File: src/inc/mli_pkg.sv
// Purpose: constants for the multiply-low and port-input execution block
// Assumes: 100 MHz sys_clk, AHB-Lite register access, 32-bit words
// Notes: byte offsets are word aligned
package mli_pkg;

	// bus register byte offsets
	localparam logic [7:0] OFS_CTRL = 8'h00;
	localparam logic [7:0] OFS_MULTIPLICAND = 8'h04;
	localparam logic [7:0] OFS_OPERAND = 8'h08;
	localparam logic [7:0] OFS_ACCUM = 8'h0C;
	localparam logic [7:0] OFS_PRODUCT = 8'h10;
	localparam logic [7:0] OFS_FLAGS = 8'h14;
	localparam logic [7:0] OFS_OVF_COUNT = 8'h18;
	localparam logic [7:0] OFS_REPEAT = 8'h1C;
	localparam logic [7:0] OFS_COMMAND = 8'h20;
	localparam logic [7:0] OFS_STATUS = 8'h24;
	localparam logic [7:0] OFS_IO_DATA = 8'h28;
	localparam logic [7:0] OFS_IO_PORT = 8'h2C;

	// field positions
	localparam int CTRL_MODE_BIT = 4;
	localparam int FLAG_Z_BIT = 0;
	localparam int FLAG_N_BIT = 1;
	localparam int FLAG_C_BIT = 2;
	localparam int FLAG_V_BIT = 3;
	localparam int STAT_BUSY_BIT = 0;
	localparam int STAT_ILLEGAL_BIT = 1;

	// values after reset
	localparam logic [31:0] RST_WORD = 32'h0000_0000;
	localparam logic [3:0] RST_SHIFT = 4'h2;
	localparam logic [15:0] RST_HALF = 16'h0000;

	// opcodes
	localparam logic [15:0] OP_MUL_SUB = 16'h5643;
	localparam logic [15:0] OP_MUL_MIX = 16'h5665;
	localparam logic [7:0] OP_SECOND_HI = 8'h00;
	localparam logic [7:0] OP_PORT_IN = 8'hB4;
	localparam logic [7:0] DEST_ACCUM_LOW = 8'h20;
	localparam logic [7:0] DEST_ACCUM_HIGH = 8'h21;

	// product shift select codes
	localparam logic [3:0] SHF_LEFT4 = 4'h0;
	localparam logic [3:0] SHF_LEFT1 = 4'h1;
	localparam logic [3:0] SHF_NONE = 4'h2;
	localparam logic [3:0] SHF_RIGHT1 = 4'h3;
	localparam logic [3:0] SHF_RIGHT2 = 4'h4;
	localparam logic [3:0] SHF_RIGHT3 = 4'h5;
	localparam logic [3:0] SHF_RIGHT4 = 4'h6;
	localparam logic [3:0] SHF_RIGHT5 = 4'h7;
	localparam logic [3:0] SHF_RIGHT6 = 4'h8;

	// external bus
	localparam int EXT_ADDR_W = 22;
	localparam int CLK_PERIOD_NS = 10;
	localparam int IO_STROBE_NS = 40;
	localparam int IO_STROBE_CYC = (IO_STROBE_NS + CLK_PERIOD_NS - 1) / CLK_PERIOD_NS;
	localparam logic [2:0] IO_STROBE_LAST = 3'(IO_STROBE_CYC - 1);

	typedef enum logic [2:0] {IO_IDLE, IO_STROBE, IO_SAMPLE, IO_GAP} mli_io_state_t;

endpackage

File: src/mli_exec.sv
// Purpose: executes multiply-low-and-subtract, mixed-sign multiply and port input
// Assumes: one AHB-Lite slave on the bus, hready equals our hreadyout
// Notes: a command word write starts one instruction; bus writes ignored while busy
// Notes on behaviour
// - subtract-multiply two-word opcode, object mode only
// - subtract old unsigned product first, then overwrite
// - full product, low 38 bits kept
// - left four: product bits 31..4, low zero
// - left one: product bits 31..1 from 30..0
// - no shift copies bits 31..0
// - right shifts take 32 bits from amount
// - zero flag from accumulator after subtract
// - negative flag copies accumulator bit 31 after subtract
// - carry is inverted borrow
// - overflow flag set on overflow, else kept
// - borrow decrements unsigned overflow counter
// - multiplies clear repeat counter, run once
// - mixed multiply signed times unsigned operand
// - port input copies word, opcode plus address
// - port address space is 16 bits
// - io strobe held low during input access
// - port on low address lines, rest zero
// - input word taken from low data lines
// - repeated input runs N+1, address increments
// - accumulator half destination updates negative, zero
//
// The placing of the registers and register access over AHB-Lite were chosen for this implementation.
module mli_exec
	import mli_pkg::*;
(
	input wire logic sys_clk,
	input wire logic arst_n,
	input wire logic hsel,
	input wire logic [31:0] haddr,
	input wire logic [1:0] htrans,
	input wire logic hwrite,
	input wire logic [2:0] hsize,
	input wire logic [31:0] hwdata,
	input wire logic hready,
	output logic hreadyout,
	output logic [31:0] hrdata,
	output logic hresp,
	output logic [mli_pkg::EXT_ADDR_W-1:0] extAddr,
	input wire logic [15:0] extData,
	output logic ioStrobe_n,
	output logic extRead_n
);
	import mli_pkg::*;

	// bus slave state
	logic dataPhase_r, write_r, addrOk_r, readyOut_r;
	logic [7:0] addr_r;
	logic [31:0] rdData_r;
	// architectural state
	logic [3:0] shiftSel_r;
	logic object_mode_bit_r;
	logic [31:0] multiplicand_r, operand_r, accum_r, product_r, cmd_r;
	logic flagZ_r, flagN_r, flagC_r, flagV_r;
	logic [15:0] ovfCount_r, repeat_r, ioData_r, ioPort_r;
	logic start_r, illegal_r;
	// io engine
	mli_io_state_t ioState_r;
	logic [2:0] strobeCnt_r;
	logic [15:0] sync1_r, sync2_r, sync3_r;
	logic [EXT_ADDR_W-1:0] extAddr_r;
	logic strobe_n_r, read_n_r;
	// next values
	logic [31:0] accum_nxt, product_nxt;
	logic flagZ_nxt, flagN_nxt, flagC_nxt, flagV_nxt;
	logic [15:0] ovfCount_nxt, repeat_nxt;

	// bus decode
	wire addrPhase = hsel && htrans[1] && hready;
	wire busy = start_r || (ioState_r != IO_IDLE);
	wire wrEn = dataPhase_r && write_r && addrOk_r && !busy;
	wire wrCtrl = wrEn && (addr_r == OFS_CTRL);
	wire wrMultiplicand = wrEn && (addr_r == OFS_MULTIPLICAND);
	wire wrOperand = wrEn && (addr_r == OFS_OPERAND);
	wire wrAccum = wrEn && (addr_r == OFS_ACCUM);
	wire wrProduct = wrEn && (addr_r == OFS_PRODUCT);
	wire wrFlags = wrEn && (addr_r == OFS_FLAGS);
	wire wrOvfCount = wrEn && (addr_r == OFS_OVF_COUNT);
	wire wrRepeat = wrEn && (addr_r == OFS_REPEAT);
	wire wrCommand = wrEn && (addr_r == OFS_COMMAND);
	wire [31:0] flagsWord = {28'h000_0000, flagV_r, flagC_r, flagN_r, flagZ_r};
	wire [31:0] statusWord = {30'h0000_0000, illegal_r, busy};
	wire [31:0] ctrlWord = {27'h000_0000, object_mode_bit_r, shiftSel_r};
	wire [31:0] rdMux =
		!addrOk_r ? RST_WORD :
		(addr_r == OFS_CTRL) ? ctrlWord :
		(addr_r == OFS_MULTIPLICAND) ? multiplicand_r :
		(addr_r == OFS_OPERAND) ? operand_r :
		(addr_r == OFS_ACCUM) ? accum_r :
		(addr_r == OFS_PRODUCT) ? product_r :
		(addr_r == OFS_FLAGS) ? flagsWord :
		(addr_r == OFS_OVF_COUNT) ? {16'h0000, ovfCount_r} :
		(addr_r == OFS_REPEAT) ? {16'h0000, repeat_r} :
		(addr_r == OFS_COMMAND) ? cmd_r :
		(addr_r == OFS_STATUS) ? statusWord :
		(addr_r == OFS_IO_DATA) ? {16'h0000, ioData_r} :
		(addr_r == OFS_IO_PORT) ? {16'h0000, ioPort_r} : RST_WORD;

	// instruction decode
	wire [15:0] word1 = cmd_r[31:16];
	wire [15:0] word2 = cmd_r[15:0];
	wire isMulSub = (word1 == OP_MUL_SUB) && (word2[15:8] == OP_SECOND_HI);
	wire isMulMix = (word1 == OP_MUL_MIX) && (word2[15:8] == OP_SECOND_HI);
	wire isPortIn = (word1[15:8] == OP_PORT_IN);
	wire legalOp = object_mode_bit_r && (isMulSub || isMulMix || isPortIn);
	wire execSub = start_r && object_mode_bit_r && isMulSub;
	wire execMix = start_r && object_mode_bit_r && isMulMix;
	wire execMul = execSub || execMix;
	wire ioGo = start_r && object_mode_bit_r && isPortIn;
	wire [7:0] inDest = word1[7:0];

	// multiplier, signed or unsigned operand
	wire signed [32:0] mulA = {multiplicand_r[31], multiplicand_r};
	wire signed [32:0] mulB = {isMulMix ? 1'b0 : operand_r[31], operand_r};
	wire signed [65:0] prodFull = mulA * mulB;
	wire [37:0] prodLow = prodFull[37:0];
	logic [31:0] shifted;
	always_comb begin
		unique case (shiftSel_r)
			SHF_LEFT4: shifted = {prodLow[27:0], 4'h0};
			SHF_LEFT1: shifted = {prodLow[30:0], 1'b0};
			SHF_NONE: shifted = prodLow[31:0];
			SHF_RIGHT1: shifted = prodLow[32:1];
			SHF_RIGHT2: shifted = prodLow[33:2];
			SHF_RIGHT3: shifted = prodLow[34:3];
			SHF_RIGHT4: shifted = prodLow[35:4];
			SHF_RIGHT5: shifted = prodLow[36:5];
			SHF_RIGHT6: shifted = prodLow[37:6];
			default: shifted = prodLow[31:0];
		endcase
	end

	// accumulator minus old stored product, both unsigned
	wire [32:0] subWide = {1'b0, accum_r} - {1'b0, product_r};
	wire [31:0] subRes = subWide[31:0];
	wire borrow = subWide[32];
	wire subOvf = (accum_r[31] != product_r[31]) && (subRes[31] != accum_r[31]);

	// port input capture, only once the last two sync stages agree
	wire ioCapture = (ioState_r == IO_SAMPLE) && (sync2_r == sync3_r);
	wire toLow = ioCapture && (inDest == DEST_ACCUM_LOW);
	wire toHigh = ioCapture && (inDest == DEST_ACCUM_HIGH);
	wire moreReps = repeat_r != RST_HALF;

	always_comb begin
		accum_nxt = accum_r;
		product_nxt = product_r;
		flagZ_nxt = flagZ_r;
		flagN_nxt = flagN_r;
		flagC_nxt = flagC_r;
		flagV_nxt = flagV_r;
		ovfCount_nxt = ovfCount_r;
		repeat_nxt = repeat_r;
		if (wrAccum)
			accum_nxt = hwdata;
		if (wrProduct)
			product_nxt = hwdata;
		if (wrFlags) begin
			flagZ_nxt = hwdata[FLAG_Z_BIT];
			flagN_nxt = hwdata[FLAG_N_BIT];
			flagC_nxt = hwdata[FLAG_C_BIT];
			flagV_nxt = hwdata[FLAG_V_BIT];
		end
		if (wrOvfCount)
			ovfCount_nxt = hwdata[15:0];
		if (wrRepeat)
			repeat_nxt = hwdata[15:0];
		// hardware updates come last so a set beats a software clear
		if (execMul) begin
			product_nxt = shifted;
			repeat_nxt = RST_HALF;
		end
		if (execSub) begin
			accum_nxt = subRes;
			flagZ_nxt = (subRes == RST_WORD);
			flagN_nxt = subRes[31];
			flagC_nxt = !borrow;
			flagV_nxt = flagV_r || subOvf;
			if (borrow)
				ovfCount_nxt = ovfCount_r - 16'h0001;
		end
		if (toLow)
			accum_nxt = {accum_r[31:16], sync3_r};
		if (toHigh)
			accum_nxt = {sync3_r, accum_r[15:0]};
		if (toLow || toHigh) begin
			flagN_nxt = sync3_r[15];
			flagZ_nxt = (sync3_r == RST_HALF);
		end
		if (ioCapture && moreReps) begin
			repeat_nxt = repeat_r - 16'h0001;
		end
	end

	// bus slave with one wait state so read data comes from a flop
	always_ff @(posedge sys_clk or negedge arst_n) begin
		if (!arst_n) begin
			dataPhase_r <= 1'b0;
			write_r <= 1'b0;
			addrOk_r <= 1'b0;
			addr_r <= 8'h00;
			readyOut_r <= 1'b1;
			rdData_r <= RST_WORD;
		end else if (addrPhase) begin
			dataPhase_r <= 1'b1;
			write_r <= hwrite;
			addrOk_r <= (haddr[31:8] == 24'h00_0000) && (haddr[1:0] == 2'b00);
			addr_r <= haddr[7:0];
			readyOut_r <= 1'b0;
		end else if (dataPhase_r) begin
			dataPhase_r <= 1'b0;
			readyOut_r <= 1'b1;
			rdData_r <= write_r ? rdData_r : rdMux;
		end
	end

	always_ff @(posedge sys_clk or negedge arst_n) begin
		if (!arst_n) begin
			shiftSel_r <= RST_SHIFT;
			object_mode_bit_r <= 1'b0;
			multiplicand_r <= RST_WORD;
			operand_r <= RST_WORD;
			cmd_r <= RST_WORD;
			start_r <= 1'b0;
			illegal_r <= 1'b0;
		end else begin
			if (wrCtrl) begin
				shiftSel_r <= hwdata[3:0];
				object_mode_bit_r <= hwdata[CTRL_MODE_BIT];
			end
			if (wrMultiplicand)
				multiplicand_r <= hwdata;
			if (wrOperand)
				operand_r <= hwdata;
			if (wrCommand)
				cmd_r <= hwdata;
			start_r <= wrCommand;
			if (start_r) begin
				illegal_r <= !legalOp;
			end
		end
	end

	always_ff @(posedge sys_clk or negedge arst_n) begin
		if (!arst_n) begin
			accum_r <= RST_WORD;
			product_r <= RST_WORD;
			flagZ_r <= 1'b0;
			flagN_r <= 1'b0;
			flagC_r <= 1'b0;
			flagV_r <= 1'b0;
			ovfCount_r <= RST_HALF;
			repeat_r <= RST_HALF;
		end else begin
			accum_r <= accum_nxt;
			product_r <= product_nxt;
			flagZ_r <= flagZ_nxt;
			flagN_r <= flagN_nxt;
			flagC_r <= flagC_nxt;
			flagV_r <= flagV_nxt;
			ovfCount_r <= ovfCount_nxt;
			repeat_r <= repeat_nxt;
		end
	end

	// input pin synchroniser
	always_ff @(posedge sys_clk or negedge arst_n) begin
		if (!arst_n) begin
			sync1_r <= RST_HALF;
			sync2_r <= RST_HALF;
			sync3_r <= RST_HALF;
		end else begin
			sync1_r <= extData;
			sync2_r <= sync1_r;
			sync3_r <= sync2_r;
		end
	end

	// port input engine
	always_ff @(posedge sys_clk or negedge arst_n) begin
		if (!arst_n) begin
			ioState_r <= IO_IDLE;
			strobeCnt_r <= 3'h0;
			ioPort_r <= RST_HALF;
			ioData_r <= RST_HALF;
			extAddr_r <= '0;
			strobe_n_r <= 1'b1;
			read_n_r <= 1'b1;
		end else begin
			unique case (ioState_r)
				IO_IDLE: begin
					if (ioGo) begin
						ioPort_r <= word2;
						extAddr_r <= {{(EXT_ADDR_W-16){1'b0}}, word2};
						strobeCnt_r <= IO_STROBE_LAST;
						strobe_n_r <= 1'b0;
						read_n_r <= 1'b0;
						ioState_r <= IO_STROBE;
					end
				end
				IO_STROBE: begin
					if (strobeCnt_r == 3'h0) begin
						ioState_r <= IO_SAMPLE;
					end else begin
						strobeCnt_r <= strobeCnt_r - 3'h1;
					end
				end
				IO_SAMPLE: begin
					if (ioCapture) begin
						ioData_r <= sync3_r;
						strobe_n_r <= 1'b1;
						read_n_r <= 1'b1;
						ioState_r <= moreReps ? IO_GAP : IO_IDLE;
						if (moreReps) begin
							ioPort_r <= ioPort_r + 16'h0001;
						end
					end
				end
				IO_GAP: begin
					extAddr_r <= {{(EXT_ADDR_W-16){1'b0}}, ioPort_r};
					strobeCnt_r <= IO_STROBE_LAST;
					strobe_n_r <= 1'b0;
					read_n_r <= 1'b0;
					ioState_r <= IO_STROBE;
				end
				default: ioState_r <= IO_IDLE;
			endcase
		end
	end

	assign hreadyout = readyOut_r;
	assign hrdata = rdData_r;
	assign hresp = 1'b0 & readyOut_r;
	assign extAddr = extAddr_r;
	assign ioStrobe_n = strobe_n_r;
	assign extRead_n = read_n_r;
endmodule

File: config.mk
export PLATFORM = sky130hd
export DESIGN_NAME = mli_exec
export DESIGN_NICKNAME = d
export VERILOG_FILES = /design/src/inc/mli_pkg.sv /design/src/mli_exec.sv
export SDC_FILE = /design/constraint.sdc
export NUM_CORES = 2
export LEC_CHECK = 0
export BUFFER_PORTS_ARGS = -buffer_cell sky130_fd_sc_hd__buf_2
export CAP_MARGIN = 40
export CORE_MARGIN = 2
export CORE_UTILIZATION = 30
export CTS_BUF_LIST = sky130_fd_sc_hd__clkbuf_8
export DETAILED_ROUTE_END_ITERATION = 10
export GPL_TIMING_DRIVEN = 0
export HOLD_SLACK_MARGIN = 0.1
export PLACE_DENSITY = 0.47
export SYNTH_ARGS = -nofsm -noshare
export SYNTH_HDL_FRONTEND = slang
export SYNTH_SLANG_ARGS = --single-unit
File: constraint.sdc
create_clock -name sys_clk -period 22.5 [get_ports sys_clk]
set_input_delay 2.25 -clock sys_clk [delete_from_list [all_inputs] [get_ports sys_clk]]
set_output_delay 2.25 -clock sys_clk [all_outputs]
set_load 0.01 [all_outputs]
* Yosys cells after proc, flatten, opt, wreduce, memory -nomap -nowiden
Cells that the tools add are included.
** Word-level totals
- Register bits after elaboration :: 356
- Input port bits :: 90
** Operators by class
- Add/sub/neg operators :: 5
- $mul :: 1
- Eq/ne operators :: 35
- Multiplexer cells :: 57
- Bitwise logic cells :: 3
- Reductions and logical operators :: 67
** Operator list (count)
- 32-bit two-way mux :: 16
- 32-bit case mux with 8 select lines :: 1
- 16-bit two-way mux :: 12
- 8-bit by 6-bit == test with 1-bit output (second input constant) :: 6
- 22-bit case mux with 2 select lines :: 1
- 32-bit by 33-bit multiplier with 38-bit output :: 1
- 32-bit by 32-bit subtractor with 33-bit output :: 1
- 16-bit by 15-bit == test with 1-bit output (second input constant) :: 2
- 8-bit by 5-bit == test with 1-bit output (second input constant) :: 4
- 32-bit logical NOT :: 1
- 16-bit case mux with 2 select lines :: 1
- 16-bit by 1-bit subtractor with 16-bit output (second input constant) :: 2
- 1-bit logical AND :: 27
- 24-bit logical NOT :: 1
- 22-bit two-way mux :: 1
- 3-bit nonzero test :: 7
- 16-bit by 1-bit adder with 16-bit output (second input constant) :: 1
- 16-bit == test :: 1
- 4-bit by 3-bit == test with 1-bit output (second input constant) :: 4
- 8-bit by 4-bit == test with 1-bit output (second input constant) :: 2
- 16-bit logical NOT :: 1
- 8-bit logical NOT :: 2
- 1-bit two-way mux :: 16
- 16-bit nonzero test :: 1
- 26 further kinds :: 56

* Logic depth before layout (Yosys ltp)
- Depth in word-level cells :: 14
- Depth in mapped cells :: 31
- Mapped depth without buffers :: 30

* Worst setup path before layout
Ideal clock, no wire load.
- Path kind :: flip-flop to flip-flop
- Start :: reg operand_r[9]
- End :: reg product_r[29]
- Data arrival time :: 7.415 ns
- Required time :: 22.368 ns
- Path slack :: 14.953 ns
- Cell stages (with the launch flop) :: 29
- Buffers on the path :: 3
- Clock period less this slack :: 7.547 ns
- Path through :: dfrtp_1 -> clkbuf_1 -> clkbuf_1 -> nand2_1 -> fa_1 -> inv_1 -> fa_1 -> fa_1 -> inv_1 -> fa_1 -> inv_1 -> fa_1 -> inv_1 -> fa_1 -> inv_1 -> fa_1 -> fa_1 -> ha_1 -> clkbuf_1 -> and4_1 -> o21ai_0 -> o21ba_2 -> a311oi_1 -> a22oi_1 -> xor2_1 -> a221o_1 -> a221o_1 -> a221oi_1 -> a21oi_1
** On the way
- Longest elaborated chain between the ends :: 3
** RTL lines
- start, declared :: line mli_exec.sv:57 : logic [31:0] multiplicand_r, operand_r, accum_r, product_r, cmd_r;
- start signal, assigned :: line mli_exec.sv:238 : operand_r <= hwdata;
- 32-bit by 33-bit multiplier with 38-bit output :: line mli_exec.sv:119 : wire signed [65:0] prodFull = mulA * mulB;
- 32-bit case mux with 8 select lines :: line mli_exec.sv:123 : unique case (shiftSel_r)
- 32-bit two-way mux :: line mli_exec.sv:173 : if (execMul) begin
- end signal, assigned :: line mli_exec.sv:260 : product_r <= product_nxt;
- end, declared :: line mli_exec.sv:57
No other way between the ends.
A chain may end at the register's enable or synchronous reset.

* Worst setup path in the final report
- Start :: reg operand_r[10]
- End :: reg product_r[30]
The elaborated chain is that of the path after synthesis.

==> metrics.txt <==
outcome completed; global-route wire length before repair 265800 um; hold_buf cts 0; clock slew at reported path FFs 0.08 ns; drt wl/cell 26.57 um; proportion of layout cells with a drive suffix above 1 9.078%; CTS Sinks 349; Max Cap Violations 0; largest fanout on the critical path 11; Fillers 14670; RSZ-0062 raised after global routing false; commonest cells after routing, fill and taps aside inv_1 (701), nand2_1 (629), fa_1 (590), and2_1 (415), dfrtp_1 (346); average size of a mapped cell 8.981 sq um; vias in the first global route 36960; mapped cell area 42100 sq um; Slew HR 31.02%; chip height 378.6 um; Nets 5843; H-tree levels 2; die width 378.6 um; via/cell ratio 5.256; Hold Crit Start sync1_r[8]$_DFF_PN0_; share of the synthesized area in the top cell type 28.05%; Placer Congestion 0.9533; post-DP HPWL 149800 um; ys async rst share 100.0%; Post-CTS Setup Bufs 0; Top delay family on crit path adder cells; Congestion Overflow GR 0; Die Area 143400 sq um; endpoints failing setup 0; Synth Instances 4688; #FFs+latches synth 349; RR Endpoint product_r[30]$_DFFE_PN0P_; register area 8737 sq um; core area 139400 sq um; library cells used by synthesis 94; post-place setup slack 12.54 ns; Core Rows 137; DRT Pass-1 Iters 9; Worst path max stage delay 0.70 ns; Post-DP Area 46180 sq um; fmax 98.10 MHz; R2R cell count 28; cell mode on critical path fa_1; worst r2r src operand_r[10]$_DFFE_PN0P_; Ports 148; sequential area share after synthesis 20.75%; final wirelength 183100 um; commonest non-fill, non-tap cell in the layout inv_1; CTS tree yes; Setup crit start kind flop; Worst Hold Depth 0; Fin. Hold Viols 0; Tightest Hold Check Type flop to flop; total track usage 25.61%; final core area utilization 33.94%; post-route cell area 47300 sq um; clk_lat worst skew 0.67 ns; DR iter-0 viols 3106; pwr/cell area 44.24 nW/um^2; worst reg2reg setup slack 12.31 ns; initial antenna violation count 14; final worst-path cycle share 45.30%; worst slew pin tran 1.021 ns; Primary FF master, synth dfrtp_1; crit path kind flop to flop; static leakage 0.02183 uW; initial core utilization 30.21%; Port Buffers 132; post_cts resized 0; Longest Clk Path Bufs 3; peak supply drop 48.20 uV; largest net degree at the start of global routing 102; Root Driver clkbuf_8; area of the multi-input gates 29680 sq um; Power Total 2093 uW; Post-synth EDFFs 0; largest area contributor in the netlist fa_1; Hold EP sync2_r[8]$_DFF_PN0_; Crit. End Element flop; Final Max Tran Viols 0; Final ANT Viol Nets 0; area delta synth->final 12.33%; WP buf/inv 8; DRC Markers 0; critical path arrival 10.70 ns; YS warnings 0; TNS Setup 0 ns; critical path required time 23.01 ns; PnR worst setup slack 12.31 ns; clock buffer count from CTS 53; Layout Skew 0.06962 ns; synth top area cells fa_1 (28%), dfrtp_1 (21%), and2_1 (6.2%); slowest library cell on the worst path clkbuf_1; vias 36210; fin crit period 10.19 ns
==> synthesized netlist by cell type, types with 24 or more instances <==
| cell type | instances |
|---|---|
| a211oi_1 | 28 |
| a21oi_1 | 196 |
| a221oi_1 | 68 |
| a22oi_1 | 63 |
| and2_1 | 415 |
| and3_1 | 25 |
| clkbuf_1 | 260 |
| dfrtp_1 | 346 |
| fa_1 | 590 |
| ha_1 | 199 |
| inv_1 | 688 |
| mux2_2 | 108 |
| mux2i_1 | 38 |
| nand2_1 | 629 |
| nand2b_1 | 24 |
| nand3_1 | 94 |
| nor2_1 | 177 |
| nor3_1 | 32 |
| o21ai_0 | 184 |
| o22ai_1 | 31 |
| xnor2_1 | 94 |
| xor2_1 | 34 |
==> metal layers <==
metal / track usage, % / routed length, um / up-vias
met1: 33.80 / 76160 / 18520
li1: - / - / 15820
met3: 3.788 / 12730 / 332
met5: 0 / 23 / -
met4: 10.86 / 9244 / 4
met2: 41.79 / 84920 / 1537
==> registers in the layout, indices dropped and copies added (netlist names), 2 cells and up <==
register and count:
addr_r 8, hrdata 32, ioData_r 16, operand_r 32
sync3_r 16, ioState_r 2, cmd_r 32, product_r 32
sync2_r 16, accum_r 32, ovfCount_r 16, ioPort_r 16
shiftSel_r 4, multiplicand_r 32, repeat_r 16, strobeCnt_r 3
extAddr 16, sync1_r 16
==> cell families after synthesis <==
| group | after synthesis | share of synthesized area [%] |
|---|---|---|
| adders and majority gates | 789 | 33.97 |
| DFF | 349 | 20.75 |
| and+or+nand+nor | 1516 | 17.67 |
| muxes | 146 | 3.792 |
| xor gates and xnor gates | 128 | 2.663 |
| other | 1 | 0.008907 |
| AOI/OAI and AO/OA | 785 | 12.31 |
| buffers and inverters | 974 | 8.841 |
==> where the power goes <==
part / total (uW) / switching (uW) / leakage, uW / internal, uW
Combinational: 864 / 573 / 0.0169 / 291
Sequential: 661 / 22.5 / 0.00431 / 639
Clock: 567 / 280 / 0.000608 / 287
Total: 2090 / 876 / 0.0218 / 1220
==> metrics by stage <==
step                      hold slack [ns]  cells
final                              0.3468   6889
after global routing               0.3530   6878
after CTS                          0.3480   6877
after detailed placement           0.3347   6785
after global placement             0.3333   6702
after floorplan                    0.3312   4694
==> how the worst max path moves through the flow <==
stage,startpoint,end,slack [ns],depth (start not counted)
global placement,arst_n,addrOk_r$_DFFE_PN0P_,11.89,1
global route,operand_r[10]$_DFFE_PN0P_,product_r[30]$_DFFE_PN0P_,12.03,28
CTS,operand_r[10]$_DFFE_PN0P_,product_r[30]$_DFFE_PN0P_,12.45,28
finish,operand_r[10]$_DFFE_PN0P_,product_r[30]$_DFFE_PN0P_,12.31,28
floorplan,operand_r[9]$_DFFE_PN0P_,product_r[29]$_DFFE_PN0P_,14.95,28
detailed placement,operand_r[10]$_DFFE_PN0P_,product_r[30]$_DFFE_PN0P_,12.54,28
==> layout make-up <==
| type | instances | area share, % |
|---|---|---|
| tap | 1876 | 4.963 |
| buffer | 285 | 2.407 |
| antenna | 12 | 0.06349 |
| clock inverter | 26 | 0.3730 |
| inverter | 689 | 5.468 |
| clock buffer | 66 | 1.921 |
| timing repair buffer | 215 | 3.579 |
| multi-input combinational | 3371 | 62.75 |
| sequential | 349 | 18.47 |
Note: power is estimated with default switching activity, not from simulation.
